===== src/pkg/dtfm_cfg.svh =====
`ifndef DTFM_CFG_SVH
`define DTFM_CFG_SVH

// register byte offsets
`define DTFM_OFS_IN_FUNC   8'h00
`define DTFM_OFS_OUT_FUNC  8'h20
`define DTFM_OFS_CTRL      8'h40
`define DTFM_OFS_SPD_THR   8'h44
`define DTFM_OFS_STATE     8'h48
`define DTFM_OFS_INT_STAT  8'h4C
`define DTFM_OFS_INT_MASK  8'h50

// field positions
`define DTFM_IN_CODE_W     6
`define DTFM_OUT_CODE_W    4
`define DTFM_POL_BIT       8
`define DTFM_CTRL_XIE_BIT  0

// reset values
`define DTFM_IN_CODE_RST   6'h3F
`define DTFM_IN_POL_RST    1'b1
`define DTFM_OUT1_CODE_RST 4'h0
`define DTFM_OUT2_CODE_RST 4'h1
`define DTFM_OUT3_CODE_RST 4'h3
`define DTFM_OUT4_CODE_RST 4'h4
`define DTFM_ALM_CODE_RST  4'h6
`define DTFM_OUT_POL_RST   1'b1
`define DTFM_SPD_THR_RST   16'h0014

// function codes
`define DTFM_FN_HOLD       19
`define DTFM_FN_STORED     20
`define DTFM_FN_HOME       21
`define DTFM_FN_ORIGIN     22
`define DTFM_FN_FIRST      19
`define DTFM_FN_LAST       33
`define DTFM_FN_XTRIG      29
`define DTFM_FN_XREARM     30

`endif


===== src/pkg/dtfm_pkg.sv =====
package dtfm_pkg;

    typedef struct packed {
        logic        ready;
        logic        energised;
        logic [15:0] speed;
        logic        speed_reached;
        logic        position_done;
        logic        torque_limited;
        logic        fault;
        logic        brake;
        logic        overload_warn;
        logic        speed_limited;
        logic        stored_move_active;
        logic        deviation_excess;
        logic        homing_done;
        logic        cam_active;
    } dtfm_status_t;

    typedef struct packed {
        logic hold_position;
        logic stored_move_trigger;
        logic home_search_trigger;
        logic origin_marker;
        logic analog_speed_fwd;
        logic analog_speed_rev;
        logic mode_switch;
        logic jog_forward;
        logic jog_reverse;
        logic motor_overheat;
        logic gantry_sync_start;
        logic cam_enable;
        logic cam_select;
    } dtfm_cmd_t;

    typedef struct packed {
        logic        read;
        logic        write;
        logic [7:0]  address;
        logic [31:0] writedata;
    } dtfm_avm_req_t;

endpackage


===== src/hw/dtfm_terminal_map.sv =====
// Decided for this implementation: the Avalon-MM slave port and the register offsets.
`timescale 1ns/1ps
`include "dtfm_cfg.svh"
module dtfm_terminal_map #(
    parameter int N_IN  = 8,
    parameter int N_OUT = 4
) (
    input  wire logic                       clk,
    input  wire logic                       resetn,
    input  wire logic                       ce,
    input  wire logic                       avs_read,
    input  wire logic                       avs_write,
    input  wire logic [7:0]                 avs_address,
    input  wire logic [31:0]                avs_writedata,
    output logic [31:0]                     avs_readdata,
    output logic                            avs_waitrequest,
    input  wire logic [N_IN-1:0]            terminal_pin,
    input  wire logic                       power_up_latch,
    input  wire dtfm_pkg::dtfm_status_t     drive_status,
    output dtfm_pkg::dtfm_cmd_t             drive_cmd,
    output logic [N_OUT-1:0]                general_output,
    output logic                            alarm_output,
    output logic                            irq
);
    import dtfm_pkg::*;

    localparam int NO   = N_OUT + 1;
    localparam int CW   = `DTFM_IN_CODE_W;
    localparam int OW   = `DTFM_OUT_CODE_W;
    localparam int NEV  = 5;

    if (N_IN < 1 || N_IN > 8 || N_OUT != 4) begin : g_bad_params
        $error("dtfm_terminal_map: N_IN must be 1..8 and N_OUT 4");
    end

    // pending settings written by software, active ones used by the logic
    logic [CW-1:0] pend_in_code [N_IN];
    logic [N_IN-1:0] pend_in_pol;
    logic [OW-1:0] pend_out_code [NO];
    logic [NO-1:0] pend_out_pol;
    logic [CW-1:0] act_in_code [N_IN];
    logic [N_IN-1:0] act_in_pol;
    logic [OW-1:0] act_out_code [NO];
    logic [NO-1:0] act_out_pol;
    logic          xint_en;
    logic [15:0]   spd_thr;
    logic [NEV-1:0] int_stat;
    logic [NEV-1:0] int_mask;
    logic          ack;
    logic [31:0]   rdata;

    logic [CW-1:0] next_pend_in_code [N_IN];
    logic [N_IN-1:0] next_pend_in_pol;
    logic [OW-1:0] next_pend_out_code [NO];
    logic [NO-1:0] next_pend_out_pol;
    logic [CW-1:0] next_act_in_code [N_IN];
    logic [N_IN-1:0] next_act_in_pol;
    logic [OW-1:0] next_act_out_code [NO];
    logic [NO-1:0] next_act_out_pol;
    logic          next_xint_en;
    logic [15:0]   next_spd_thr;
    logic [NEV-1:0] next_int_stat;
    logic [NEV-1:0] next_int_mask;
    logic          next_ack;
    logic [31:0]   next_rdata;

    // terminal path state
    logic [N_IN-1:0] sync1, sync2, sync3, filt;
    logic [N_IN-1:0] next_sync1, next_sync2, next_sync3, next_filt;
    logic [`DTFM_FN_LAST:`DTFM_FN_FIRST] lvl, lvl_prev, next_lvl_prev;
    logic            armed, next_armed;
    logic            fault_prev, next_fault_prev;
    dtfm_cmd_t       next_cmd;
    logic [NO-1:0]   outs, next_outs;

    logic [N_IN-1:0] term_act;
    logic [`DTFM_FN_LAST:`DTFM_FN_FIRST] rise;
    logic [15:0]     spd_abs;
    logic [15:0]     st;
    logic            xtrig_ok;
    logic [NEV-1:0]  ev;
    logic            req;
    logic            wr_go;
    logic [7:0]      ofs;

    assign req             = avs_read | avs_write;
    assign avs_waitrequest = req & ~ack;
    assign wr_go           = ce & avs_write & ack;
    assign ofs             = avs_address;

    // input conditioning
    always_comb begin
        next_sync1 = terminal_pin;
        next_sync2 = sync1;
        next_sync3 = sync2;
        // a change counts once stages two and three agree
        next_filt  = (~(sync2 ^ sync3) & sync3) | ((sync2 ^ sync3) & filt);
    end

    always_ff @(posedge clk) begin
        if (!resetn) begin
            sync1 <= '0;
            sync2 <= '0;
            sync3 <= '0;
            filt  <= '0;
        end else if (ce) begin
            sync1 <= next_sync1;
            sync2 <= next_sync2;
            sync3 <= next_sync3;
            filt  <= next_filt;
        end
    end

    // pin high taken as switch closed when the polarity bit is 1, pin low when it is 0
    assign term_act = ~(act_in_pol ^ filt);

    always_comb begin
        lvl = '0;
        for (int c = `DTFM_FN_FIRST; c <= `DTFM_FN_LAST; c++) begin
            for (int i = 0; i < N_IN; i++) begin
                if (act_in_code[i] == CW'(c) && term_act[i]) begin
                    lvl[c] = 1'b1;
                end
            end
        end
    end

    assign rise     = lvl & ~lvl_prev;
    assign xtrig_ok = rise[`DTFM_FN_XTRIG] & xint_en & armed;

    // motion command path
    always_comb begin
        next_lvl_prev   = lvl;
        next_fault_prev = drive_status.fault;
        next_armed      = armed;
        if (xtrig_ok) begin
            next_armed = 1'b0;
        end
        // re-arm wins over a trigger in the same cycle
        if (rise[`DTFM_FN_XREARM]) begin
            next_armed = 1'b1;
        end
        next_cmd.hold_position       = lvl[`DTFM_FN_HOLD];
        next_cmd.stored_move_trigger = rise[`DTFM_FN_STORED] | xtrig_ok;
        next_cmd.home_search_trigger = rise[`DTFM_FN_HOME];
        next_cmd.origin_marker       = rise[`DTFM_FN_ORIGIN];
        next_cmd.analog_speed_fwd    = lvl[23];
        next_cmd.analog_speed_rev    = lvl[24];
        next_cmd.mode_switch         = lvl[25];
        next_cmd.jog_forward         = lvl[26];
        next_cmd.jog_reverse         = lvl[27];
        next_cmd.motor_overheat      = lvl[28];
        next_cmd.gantry_sync_start   = lvl[31];
        next_cmd.cam_enable          = lvl[32];
        next_cmd.cam_select          = lvl[33];
    end

    always_ff @(posedge clk) begin
        if (!resetn) begin
            lvl_prev   <= '0;
            fault_prev <= 1'b0;
            armed      <= 1'b1;
            drive_cmd  <= '0;
        end else if (ce) begin
            lvl_prev   <= next_lvl_prev;
            fault_prev <= next_fault_prev;
            armed      <= next_armed;
            drive_cmd  <= next_cmd;
        end
    end

    // status selection
    assign spd_abs = drive_status.speed[15] ? 16'(-drive_status.speed) : drive_status.speed;

    always_comb begin
        st     = '0;
        st[0]  = drive_status.ready & ~drive_status.fault;
        st[1]  = drive_status.energised;
        st[2]  = spd_abs > spd_thr;
        st[3]  = drive_status.speed_reached;
        st[4]  = drive_status.position_done;
        st[5]  = drive_status.torque_limited;
        st[6]  = drive_status.fault;
        st[7]  = drive_status.brake;
        st[8]  = drive_status.overload_warn;
        st[9]  = drive_status.speed_limited;
        st[10] = drive_status.stored_move_active;
        st[11] = drive_status.deviation_excess;
        st[12] = drive_status.homing_done;
        st[13] = 1'b0;
        st[14] = drive_status.cam_active;
    end

    for (genvar k = 0; k < NO; k++) begin : g_out
        // contact type 1 drives high when the function is true
        assign next_outs[k] = ~(st[act_out_code[k]] ^ act_out_pol[k]);
    end

    always_ff @(posedge clk) begin
        if (!resetn) begin
            outs <= '0;
        end else if (ce) begin
            outs <= next_outs;
        end
    end

    assign general_output = outs[N_OUT-1:0];
    assign alarm_output   = outs[N_OUT];

    // events and interrupt
    assign ev = {drive_status.fault & ~fault_prev, xtrig_ok, rise[`DTFM_FN_ORIGIN],
                 rise[`DTFM_FN_HOME], rise[`DTFM_FN_STORED]};
    assign irq = |(int_stat & int_mask);

    // register bank
    always_comb begin
        next_pend_in_code  = pend_in_code;
        next_pend_in_pol   = pend_in_pol;
        next_pend_out_code = pend_out_code;
        next_pend_out_pol  = pend_out_pol;
        next_act_in_code   = act_in_code;
        next_act_in_pol    = act_in_pol;
        next_act_out_code  = act_out_code;
        next_act_out_pol   = act_out_pol;
        next_xint_en       = xint_en;
        next_spd_thr       = spd_thr;
        next_int_mask      = int_mask;
        next_int_stat      = int_stat;
        next_ack           = req & ~ack;
        next_rdata         = rdata;
        if (wr_go) begin
            for (int i = 0; i < N_IN; i++) begin
                if (ofs == `DTFM_OFS_IN_FUNC + 8'(4 * i)) begin
                    next_pend_in_code[i] = avs_writedata[CW-1:0];
                    next_pend_in_pol[i]  = avs_writedata[`DTFM_POL_BIT];
                end
            end
            for (int k = 0; k < NO; k++) begin
                if (ofs == `DTFM_OFS_OUT_FUNC + 8'(4 * k)) begin
                    next_pend_out_code[k] = avs_writedata[OW-1:0];
                    next_pend_out_pol[k]  = avs_writedata[`DTFM_POL_BIT];
                end
            end
            if (ofs == `DTFM_OFS_CTRL) begin
                next_xint_en = avs_writedata[`DTFM_CTRL_XIE_BIT];
            end
            if (ofs == `DTFM_OFS_SPD_THR) begin
                next_spd_thr = avs_writedata[15:0];
            end
            if (ofs == `DTFM_OFS_INT_MASK) begin
                next_int_mask = avs_writedata[NEV-1:0];
            end
            if (ofs == `DTFM_OFS_INT_STAT) begin
                next_int_stat = int_stat & ~avs_writedata[NEV-1:0];
            end
        end
        // a new event wins over a clear in the same cycle
        next_int_stat = next_int_stat | ev;
        // only the power-up event moves pending settings into use
        if (power_up_latch) begin
            next_act_in_code  = pend_in_code;
            next_act_in_pol   = pend_in_pol;
            next_act_out_code = pend_out_code;
            next_act_out_pol  = pend_out_pol;
        end
        // read data sampled in the wait cycle, stands in the answer cycle
        if (avs_read && !ack) begin
            next_rdata = '0;
            for (int i = 0; i < N_IN; i++) begin
                if (ofs == `DTFM_OFS_IN_FUNC + 8'(4 * i)) begin
                    next_rdata[CW-1:0]         = pend_in_code[i];
                    next_rdata[`DTFM_POL_BIT]  = pend_in_pol[i];
                end
            end
            for (int k = 0; k < NO; k++) begin
                if (ofs == `DTFM_OFS_OUT_FUNC + 8'(4 * k)) begin
                    next_rdata[OW-1:0]         = pend_out_code[k];
                    next_rdata[`DTFM_POL_BIT]  = pend_out_pol[k];
                end
            end
            case (ofs)
                `DTFM_OFS_CTRL: begin
                    next_rdata[`DTFM_CTRL_XIE_BIT] = xint_en;
                end
                `DTFM_OFS_SPD_THR: begin
                    next_rdata[15:0] = spd_thr;
                end
                `DTFM_OFS_STATE: begin
                    next_rdata[N_IN-1:0]  = term_act;
                    next_rdata[8]         = armed;
                    next_rdata[9]         = lvl[`DTFM_FN_HOLD];
                    next_rdata[16+NO-1:16] = outs;
                end
                `DTFM_OFS_INT_STAT: begin
                    next_rdata[NEV-1:0] = int_stat;
                end
                `DTFM_OFS_INT_MASK: begin
                    next_rdata[NEV-1:0] = int_mask;
                end
                default: begin
                end
            endcase
        end
    end

    always_ff @(posedge clk) begin
        if (!resetn) begin
            for (int i = 0; i < N_IN; i++) begin
                pend_in_code[i] <= `DTFM_IN_CODE_RST;
                act_in_code[i]  <= `DTFM_IN_CODE_RST;
            end
            pend_in_pol <= {N_IN{`DTFM_IN_POL_RST}};
            act_in_pol  <= {N_IN{`DTFM_IN_POL_RST}};
            pend_out_code[0] <= `DTFM_OUT1_CODE_RST;
            pend_out_code[1] <= `DTFM_OUT2_CODE_RST;
            pend_out_code[2] <= `DTFM_OUT3_CODE_RST;
            pend_out_code[3] <= `DTFM_OUT4_CODE_RST;
            pend_out_code[4] <= `DTFM_ALM_CODE_RST;
            act_out_code[0]  <= `DTFM_OUT1_CODE_RST;
            act_out_code[1]  <= `DTFM_OUT2_CODE_RST;
            act_out_code[2]  <= `DTFM_OUT3_CODE_RST;
            act_out_code[3]  <= `DTFM_OUT4_CODE_RST;
            act_out_code[4]  <= `DTFM_ALM_CODE_RST;
            pend_out_pol <= {NO{`DTFM_OUT_POL_RST}};
            act_out_pol  <= {NO{`DTFM_OUT_POL_RST}};
            xint_en  <= 1'b0;
            spd_thr  <= `DTFM_SPD_THR_RST;
            int_stat <= '0;
            int_mask <= '0;
            ack      <= 1'b0;
            rdata    <= '0;
        end else if (ce) begin
            pend_in_code  <= next_pend_in_code;
            pend_in_pol   <= next_pend_in_pol;
            pend_out_code <= next_pend_out_code;
            pend_out_pol  <= next_pend_out_pol;
            act_in_code   <= next_act_in_code;
            act_in_pol    <= next_act_in_pol;
            act_out_code  <= next_act_out_code;
            act_out_pol   <= next_act_out_pol;
            xint_en       <= next_xint_en;
            spd_thr       <= next_spd_thr;
            int_stat      <= next_int_stat;
            int_mask      <= next_int_mask;
            ack           <= next_ack;
            rdata         <= next_rdata;
        end
    end

    assign avs_readdata = rdata;

endmodule // dtfm_terminal_map


===== config.mk =====
export PLATFORM = sky130hd
export DESIGN_NAME = dtfm_terminal_map
export DESIGN_NICKNAME = d
export VERILOG_FILES = /design/src/pkg/dtfm_pkg.sv /design/src/hw/dtfm_terminal_map.sv
export VERILOG_INCLUDE_DIRS = /design/src /design/src/pkg
export SDC_FILE = /design/constraint.sdc
export NUM_CORES = 1
export LEC_CHECK = 0
export ABC_AREA = 1
export BUFFER_PORTS_ARGS = -buffer_cell sky130_fd_sc_hd__buf_2
export CAP_MARGIN = 30
export CORE_MARGIN = 2
export CORE_UTILIZATION = 25
export DETAILED_ROUTE_END_ITERATION = 16
export PLACE_DENSITY = 0.39
export SLEW_MARGIN = 20
export SYNTH_ARGS = -nofsm -noshare
export SYNTH_HDL_FRONTEND = slang
export SYNTH_SLANG_ARGS = --single-unit
export TNS_END_PERCENT = 100

===== constraint.sdc =====
create_clock -name clk -period 7.5 [get_ports clk]
set_input_delay 1.125 -clock clk [delete_from_list [all_inputs] [get_ports clk]]
set_output_delay 1.125 -clock clk [all_outputs]
set_load 0.02 [all_outputs]

==> flow_summary.toml, run 1 <==
[synthesis]
synthFlopType = "dfxtp_1"
yosysWarnings = 0
synth_top_area_share_pct = 40.69
yosysUniqueCellTypes = 49
synth_area_leaders = "dfxtp_1 (41%), nand2_1 (11%), inv_1 (6.1%)"
synthCells = 1852
netlist_area_mm2 = 0.01319
yosysSeqAreaShare_pct = 40.69
synth_edf_count = 0
ys_seq_elements = 268
syn_avg_cell_area_um2 = 7.119
synthArstFlopShare_pct = 0
synth_area_leader_cell = "dfxtp_1"

[worst_setup_path]
slowest_delay_ns = 0.35
critPathLaunchType = "primary input"
cp_cell_sequence = "buf_2, inv_1, ha_1, inv_1, nor3_1, nor3b_1, nand2_1, nor3_1, a21oi_1, xor2_1, ha_1, nand4_1, nor3_1, nand2_1, nand2_1, nand3_1, nand2_1, nand2_1, nand2_1, nand2_1, nand2_1, nand3_1, nand2_1, inv_1"
slowest_stage = "nor3b_1"
end_kind = "register"
crit_required_ns = 7.93
worstPathMaxFanout = 5
arrival_ns = 4.34
path_buf_inv = 4
worstSetupPathType = "primary input to register"
path_common_cell = "nand2_1"
cp_top_family = "simple AND/OR/NAND/NOR gates"

[clocking]
cts_max_level = 2
cts-root-buf = "clkbuf_16"
cts_resized = 0
cts_made_buffers = 35
clock-sinks = 268
cts_setup_buffers = 0
clk_pin_slew_ns = 0.05
clock_path_buffers = 3
cts_tree = "done"
worstSkewPairLatency_ns = 0.54
postCtsHoldBufs = 0

[sta]
fin_worst_skew_ns = 0.01641
tns_ns = 0
rsz0062_at_grt = "no"
hold_viol = 0
final-setup-viol-count = 0
max_clock_freq_ghz = 0.2557
slew_headroom_pct = 40.71
fin_crit_sh_pct = 52.15
tightestPinTransition_ns = 0.8893
timing.final.crit_period_ns = 3.911
final_max_slew_viol_count = 0

[floorplanning]
die_y_um = 233.7
io_pins = 135
coreArea_mm2 = 0.05234
rows = 84
initial_core_util_pct = 25.19
dieArea_mm2 = 0.05459
die_x_um = 233.7

[layout]
final_common_cell = "nand2_1"
mostFrequentLayoutCells = "nand2_1 (370), dfxtp_1 (268), inv_1 (215), nor2_1 (171), a21oi_1 (152)"
drive_gt1_share_pct = 10.98
diodes = 0
fill_cells = 5748
nets = 2019
final_cells = 2628
area_growth_syn_to_layout_pct = 16.78

[detailed_routing]
routedWlPerCell_um = 19.14
drtAntennaViolNets = 0
wl_um = 50290
vias = 12738
drt_first_pass_iters = 5
drtIter0Drc = 798
drc = 0
via_per_inst = 4.847

[outcome]
status = "finished, final reports clean"

[global_routing]
grt_max_degree = 172
grt_pass1_vias = 12386
grt_pass1_wl_um = 75800
busiest_layer = "met2"
grt.total_usage_pct = 18.43
antenna_found_initial = 1
use_met3_pct = 2.515
grt-ovfl-total = 0
grt_use_met1_pct = 23.26
use_met2_pct = 32.17

[placement]
hpwl_um = 36650
gp_congestion = 0.8597
dp.cells = 2570
io_buffers = 107

[power_and_ir_drop]
switching_share_pct = 26.46
clkPwrFrac_pct = 47.4
p_int_mw = 2.593
pwr-share-comb_pct = 9.7
switchingPower_mw = 0.9330
power_density_mw_per_mm2 = 229.0
pwr-share-seq_pct = 42.9
irDropWorstVdd_mv = 0.1189
p_leak_nw = 6.742

[min_path]
min-delay-path-class = "register to register"

[run]
cap_violations = 0
metal layers:
layer  wire, µm  share of wire (%)  vias up
met3       1913                3.8       79
met1      22790                 45     6011
met5         13              0.026        -
met2      24220                 48      243
met4       1351                2.7        2
li1           -                  -     6403
cell type report:
type | instances | area (µm²) | share of cell area [%]
Clock buffer | 53 | 1035 | 6.720
Inverter | 232 | 870.8 | 5.656
Clock inverter | 5 | 90.09 | 0.5851
Sequential cell | 268 | 5365 | 34.84
Multi-Input combinational cell | 1267 | 6561 | 42.61
Timing Repair Buffer | 115 | 614.3 | 3.990
Tap cell | 688 | 860.8 | 5.591
Yosys cell counts, types with 21 or more instances:
cell type,count
o22ai_1,36
nand4_1,23
inv_1,216
o21ai_0,137
nand2_1,371
nand3_1,93
clkbuf_1,66
nor3_1,24
a21oi_1,152
o221ai_1,41
o211ai_1,86
dfxtp_1,268
nor2_1,171
buf_4,21
sequential cells by signal, indices dropped and copies added (netlist names), 6 cells and up, named ones only:
name	cells
act_out_code	20
sync3	8
act_in_code	48
act_in_pol	8
drive_cmd	6
next_sync3	8
pend_in_code	48
lvl_prev	12
spd_thr	16
pend_in_pol	8
pend_out_code	20
next_sync2	8
avs_readdata	21
worst register-to-register path, stage by stage, from the launching register on:
cell and delay (ns):
dfxtp_1 0.37, xnor2_1 0.44, inv_1 0.26, nor4_1 0.41, nor3_1 0.18, nand2_1 0.14
nand4_1 0.11, nand2b_1 0.27, a21oi_1 0.15
cell families after synthesis:
logic type | synth area share [%]
AOI/OAI and AO/OA | 22.83
xor gates and xnor gates | 1.452
adders and majority gates | 1.613
buffers and inverters | 9.935
DFF | 40.69
other | 0.02844
and+or+nand+nor | 23.45
metrics by stage:
stage                     util [%]  hold slack, ns  setup WS (ns)  power (mW)  cell area [µm²]
final                        29.42          0.4657          3.589       3.526            15400
after floorplan                  -          0.4363          3.858       1.760            13220
after global placement       27.27          0.4463          2.962       1.887            14270
after detailed placement     27.27          0.4583          2.947       1.889            14270
after global routing         29.42          0.4807          3.161       3.682            15400
after CTS                    29.42          0.4671          3.496       3.576            15400
worst paths after layout:
| check | startpoint | endpoint | slack [ns] | depth (start not counted) |
|---|---|---|---|---|
| worst min register to register | drive_cmd[9] | drive_cmd[9] | 0.47 | 2 |
| worst max-delay path | drive_status[11] | outs[0] | 3.59 | 24 |
| worst min-delay path | drive_cmd[9] | drive_cmd[9] | 0.47 | 2 |
| worst max register to register | register | drive_cmd[11] | 5.12 | 8 |
power groups by stage:
stage | registers, mW | clock network, mW | logic [mW]
4_1_cts | 1.51 | 1.72 | 0.346
5_1_grt | 1.52 | 1.78 | 0.386
3_3_place_gp | 1.54 | 0 | 0.343
6_report | 1.51 | 1.67 | 0.342
3_5_place_dp | 1.54 | 0 | 0.345
2_1_floorplan | 1.54 | 0 | 0.220
(Power assumes the default switching activity.)
==> run 2, diff against run 1 <==
--- a/config.mk
+++ b/config.mk
@@ -6,7 +6,7 @@
 export SDC_FILE = /design/constraint.sdc
 export NUM_CORES = 1
 export LEC_CHECK = 0
-export ABC_AREA = 1
+export ABC_AREA = 0
 export BUFFER_PORTS_ARGS = -buffer_cell sky130_fd_sc_hd__buf_2
 export CAP_MARGIN = 30
 export CORE_MARGIN = 2
==> constraint.sdc (replaced) <==
create_clock -name clk -period 3.6 [get_ports clk]
set_input_delay 0.54 -clock clk [delete_from_list [all_inputs] [get_ports clk]]
set_output_delay 0.54 -clock clk [all_outputs]
set_load 0.02 [all_outputs]
==> run 2 against run 1 <==
  * Worst setup slack worse by 3.2 ns
  * Largest power group unchanged
  * Critical path type unchanged
  * Critical endpoint is now outs[4]
  * First-iteration DRC count is 24% higher
  * Synthesized area is 7.7% higher
==> flow_summary.toml, run 2 <==
[placement]
hpwl_um = 40930
placed_cell_area_mm2 = 0.01547
io_buffers = 107
dp.cells = 2579
place_ws_ns = -0.2053
gp_congestion = 0.8625

[detailed_routing]
drtAntennaViolNets = 0
drtIter0Drc = 991
drt_first_pass_iters = 5
via_per_inst = 5.048
drc = 0
wl_um = 55410
routedWlPerCell_um = 21.02
vias = 13307

[synthesis]
synthAdderAreaFrac_pct = 1.497
synth_edf_count = 0
synthMuxAreaShare_pct = 7.354
synth_area_leader_cell = "dfxtp_1"
synth_top_family_by_area = "simple AND/OR/NAND/NOR gates"
yosysUniqueCellTypes = 85
synth_compound_area_share_pct = 15.79
ys_seq_elements = 268
synth_top_area_share_pct = 37.77
syn_avg_cell_area_um2 = 7.879
synth_xor_area_share_pct = 1.911
synthTopCellsByCount = "nand2_1 (392), dfxtp_1 (268), nand3_1 (228)"
synthArstFlopShare_pct = 0
synthCells = 1803
synth_area_leaders = "dfxtp_1 (38%), nand2_1 (10%), nand3_1 (8.0%)"
netlist_area_mm2 = 0.01421
yosysWarnings = 0
yosys.cell_count.top_type = "nand2_1"
yosysSeqAreaShare_pct = 37.77
synthFlopType = "dfxtp_1"
synthSimpleGateAreaFrac_pct = 30.02

[sta]
rsz0062_at_grt = "no"
final-setup-viol-count = 0
fin_crit_sh_pct = 89.17
hold_viol = 0
max_clock_freq_ghz = 0.3115
timing.final.crit_period_ns = 3.210
slew_headroom_pct = 39.95
tns_ns = 0
fin_worst_skew_ns = 0.03031
final_max_slew_viol_count = 0
tightestPinTransition_ns = 0.9008
fin_ws_ns = 0.3897
timing.hold.ws_ns = 0.2388

[floorplanning]
rows = 87
die_y_um = 242.4
die_x_um = 242.4
io_pins = 135
dieArea_mm2 = 0.05875
initial_core_util_pct = 25.24
coreArea_mm2 = 0.05628

[worst_setup_path]
cp_top_family = "simple AND/OR/NAND/NOR gates"
slowest_delay_ns = 0.53
r2r_cells = 7
crit_start = "drive_status[20]"
worstSetupPathType = "primary input to register"
crit_required_ns = 4.08
path_buf_inv = 1
rrSetupSlack_ns = 1.06
r2r_end = "drive_cmd[11]"
arrival_ns = 3.69
critPathLaunchType = "primary input"
end_kind = "register"
slowest_stage = "or4_4"
cp_cell_sequence = "buf_2, or4_4, or4_4, o31ai_2, xnor2_1, ha_1, and4_1, nand3_1, or3_1, o21ai_1, o21ai_0, xor2_1, o21ai_0"
worstPathMaxFanout = 4

[global_routing]
grt-ovfl-total = 0
grt_pass1_vias = 13006
grt.total_usage_pct = 18.55
grt_pass1_wl_um = 83990
grt_max_degree = 84
antenna_found_initial = 1

[run]
cap_violations = 0

[min_path]
min-delay-start = "avs_writedata[15]"
min-delay-path-class = "primary input to register"
hold_depth = 3
whs_endpoint = "spd_thr[15]"

[layout]
drive_gt1_share_pct = 13.73
nets = 1959
final_cells = 2636
final_common_cell = "nand2_1"
area_growth_syn_to_layout_pct = 16.39
final_cell_area_mm2 = 0.01653
mostFrequentLayoutCells = "nand2_1 (391), dfxtp_1 (268), nand3_1 (228), buf_2 (105), mux2i_1 (74)"
final_core_util_pct = 29.38

[power_and_ir_drop]
power_density_mw_per_mm2 = 439.3
power_mw = 7.263
irDropWorstVdd_mv = 0.2500
p_leak_nw = 6.471

[clocking]
cts_setup_buffers = 0
cts_resized = 0
postCtsHoldBufs = 0
cts_made_buffers = 34
cts_tree = "done"
clock-sinks = 268
worstSkewPairLatency_ns = 0.56
clock_path_buffers = 3
cts-root-buf = "clkbuf_16"
clk_pin_slew_ns = 0.06
cts_max_level = 2

[outcome]
status = "finished, final reports clean"
[run 2: cell types whose count changed after synthesis, moves of 21 or more]
cell      previous run  this run
inv_1              216        26
nand3_1             93       228
a21oi_1            152        37
nor2_1             171        69
o21ai_0            137        55
o211ai_1            86        10
mux2i_1              0        74
a21boi_0             0        54
nor2b_1              0        39
buf_2                3        40
o221ai_1            41         9
nand2_1            371       392
[run 2: where the power goes]
group	switching, mW	total, mW	internal [mW]
clock	1.40	3.36	1.96
combinational	0.489	0.760	0.271
sequential	0.0933	3.14	3.04
total	1.99	7.26	5.28
[run 2: worst max path at each step]
| stage | end | slack, ns | cells after the start |
|---|---|---|---|
| 3_3_place_gp | outs[0] | -0.14 | 13 |
| 4_1_cts | outs[4] | 0.38 | 13 |
| 5_1_grt | outs[4] | 0.15 | 13 |
| 6_report | outs[4] | 0.39 | 13 |
| 3_5_place_dp | outs[4] | -0.21 | 13 |
| 2_1_floorplan | outs[3] | 0.26 | 12 |
[run 2: logic make-up (layout without fill, tap and decap cells)]
logic type	after synthesis	in the layout
buffers and inverters	175	241
AND/OR/NAND/NOR	888	888
other	1	12
AO/OA/AOI/OAI	327	327
XOR/XNOR	31	31
flip-flops	268	268
multiplexers	96	96
adder cells (fa/ha/maj)	17	17
[run 2: final cells by class]
class | instances | area (µm²)
inverter | 29 | 108.9
timing repair buffer | 156 | 949.7
fill | 6112 | 39740
tap | 756 | 945.9
antenna | 1 | 2.502
clock inverter | 8 | 86.33
clock buffer | 48 | 974.7
sequential | 268 | 5365
multi-input combinational | 1370 | 8102
[run 2: worst reg2reg max path, delay by kind of cell (launching register included)]
family / cells / cell delay [ns]
compound gates: 2 / 0.38
xor+xnor: 1 / 0.63
flops: 1 / 0.43
simple gates: 4 / 1.00
[run 2: layer usage]
layer | share of wire, % | GRT usage [%]
met4 | 2.6 | 5.247
met3 | 3.9 | 2.537
met5 | 0 | 0
met1 | 47 | 25.29
met2 | 46 | 30.48
==> run 3, diff against run 2 <==
--- a/config.mk
+++ b/config.mk
@@ -12,7 +12,8 @@
 export CORE_MARGIN = 2
 export CORE_UTILIZATION = 25
 export DETAILED_ROUTE_END_ITERATION = 16
-export PLACE_DENSITY = 0.39
+export PLACE_DENSITY = 0.41
+export REMOVE_ABC_BUFFERS = 1
 export SLEW_MARGIN = 20
 export SYNTH_ARGS = -nofsm -noshare
 export SYNTH_HDL_FRONTEND = slang
==> constraint.sdc (replaced) <==
create_clock -name clk -period 2.6 [get_ports clk]
set_input_delay 0.39 -clock clk [delete_from_list [all_inputs] [get_ports clk]]
set_output_delay 0.39 -clock clk [all_outputs]
set_load 0.02 [all_outputs]
==> run 3 against run 2 <==
  * The run now ends with setup timing left
  * Clock skew is 0.011 ns lower
  * Routed wire length decreased by 1.5%
  * First-iteration DRC count up 3.2%
  * Total power is 45% higher
  * Highest routed layer is now met5
  * Sequential share of layout area decreased by 1.3 points
  * Largest cell class unchanged
==> flow_summary.toml, run 3 (synthesized netlist as in run 2, its figures left out) <==
[clocking]
postCtsHoldBufs = 0
worstSkewPairLatency_ns = 0.55
clk_pin_slew_ns = 0.06
cts_max_level = 2
clock_path_buffers = 3
cts-root-buf = "clkbuf_16"
cts_made_buffers = 35
cts_tree = "done"
clock-sinks = 268

[power_and_ir_drop]
p_leak_nw = 6.828
clkPwrFrac_pct = 48.1
pwr-share-comb_pct = 10.8
power_density_mw_per_mm2 = 612.3
switchingPower_mw = 2.782
switching_share_pct = 26.36
irDropWorstVdd_mv = 0.3231
p_int_mw = 7.771
pwr-share-seq_pct = 41.1

[detailed_routing]
vias = 13641
drt_first_pass_iters = 6
routedWlPerCell_um = 20.29
drtIter0Drc = 1023
drc = 0
via_per_inst = 5.069
drtAntennaViolNets = 0
wl_um = 54600

[floorplanning]
initial_core_util_pct = 25.24
coreArea_mm2 = 0.05628
io_pins = 135
dieArea_mm2 = 0.05875
die_y_um = 242.4
die_x_um = 242.4
rows = 87

[global_routing]
grt_pass1_wl_um = 83000
grt-ovfl-total = 0
grt.total_usage_pct = 18.26
antenna_found_initial = 2
grt_max_degree = 86
grt_pass1_vias = 13104

[worst_setup_path]
worstSetupPathType = "primary input to register"
rrSetupSlack_ns = 0.33
crit_required_ns = 3.03
end_kind = "register"
worstPathMaxFanout = 3
arrival_ns = 3.30
critPathLaunchType = "primary input"

[placement]
hpwl_um = 40590
io_buffers = 107
dp.cells = 2628
gp_congestion = 0.8630

[sta]
slew_headroom_pct = 37.09
fin_worst_skew_ns = 0.01926
rsz0062_at_grt = "yes"
tns_ns = -1.098
timing.final.crit_period_ns = 2.871
final_max_slew_viol_count = 0
hold_viol = 0
tightestPinTransition_ns = 0.9417
fin_ws_ns = -0.2712
final-setup-viol-count = 5
fin_crit_sh_pct = 110.4
max_clock_freq_ghz = 0.3483

[layout]
final_common_cell = "nand2_1"
drive_gt1_share_pct = 16.95
fill_cells = 6058
final_cells = 2691
final_core_util_pct = 30.62
nets = 2011
mostFrequentLayoutCells = "nand2_1 (391), dfxtp_1 (268), nand3_1 (226), buf_2 (104), buf_4 (92)"
diodes = 0
area_growth_syn_to_layout_pct = 21.31

[min_path]
min-delay-path-class = "primary input to register"

[outcome]
violations = "setup timing"
status = "finished with violations"

[run]
cap_violations = 0
run 3: changes by cell type in the layout (fill, tap and decap cells not counted), sizes merged:
cell,change
bufinv,+2
inv,-1
clkbuf,+4
diode,-1
buf,+51
run 3: routing by layer:
| metal | vias to the layer above | routed length [µm] | track usage (%) |
|---|---|---|---|
| met5 | - | 13 | 0 |
| met4 | 2 | 1338 | 4.884 |
| met3 | 81 | 2896 | 3.124 |
| met1 | 6594 | 25140 | 24.75 |
| li1 | 6576 | - | - |
| met2 | 388 | 25220 | 29.82 |
run 3: worst paths after layout:
path / start / to / cells after the start
worst max-delay path: drive_status[20] / outs[3] / 13
worst min-delay path: avs_writedata[9] / spd_thr[9] / 3
worst max register to register: register / drive_cmd[9] / 7
worst min register to register: avs_readdata[16] / avs_readdata[16] / 2
run 3: critical path, cell delays in order:
cell and delay (ns):
buf_6 0.09, or4_4 0.53, or4_4 0.47, o31ai_4 0.22, xnor2_2 0.09, ha_1 0.30
and4_4 0.26, nand3_4 0.08, a211oi_2 0.29, nor2_1 0.11, o41ai_2 0.24, xor2_1 0.17
o21ai_1 0.07
run 3: timing repair:
item | 4_1_cts | 5_1_grt
gates resized for setup | 18 | 6
setup endpoints to repair | 5 | 5
setup buffers | 1 | 1
pin swaps | 7 | 5
run 3: area by class of cell:
class                   count  area [µm²]  share of cell area [%]
clock inverters             9       141.4                  0.8204
repair buffers            207        1414                   8.204
inverters                  29       108.9                  0.6316
multi-input cells        1370        8198                   47.57
flip-flops and latches    268        5365                   31.13
clock buffers              52        1061                   6.157
well taps                 756       945.9                   5.489
run 3: power groups by stage:
stage	logic (mW)	registers (mW)	clock network, mW
floorplan	0.526	4.41	0
global route	1.24	4.36	5.39
global placement	1.11	4.43	0
detailed placement	1.11	4.43	0
finish	1.14	4.34	5.08
CTS	1.14	4.34	5.23
run 3: through the flow:
step / total power [mW] / area, µm² / hold slack, ns / setup WS [ns]
final: 10.55 / 17230 / 0.07562 / -0.2712
after global routing: 10.99 / 17230 / 0.06623 / -0.3612
after CTS: 10.71 / 17200 / 0.04423 / -0.2272
after detailed placement: 5.538 / 15910 / 0.4418 / -1.014
after global placement: 5.533 / 15910 / 0.4336 / -0.9806
after floorplan: 4.940 / 13550 / 0.4402 / -0.9912
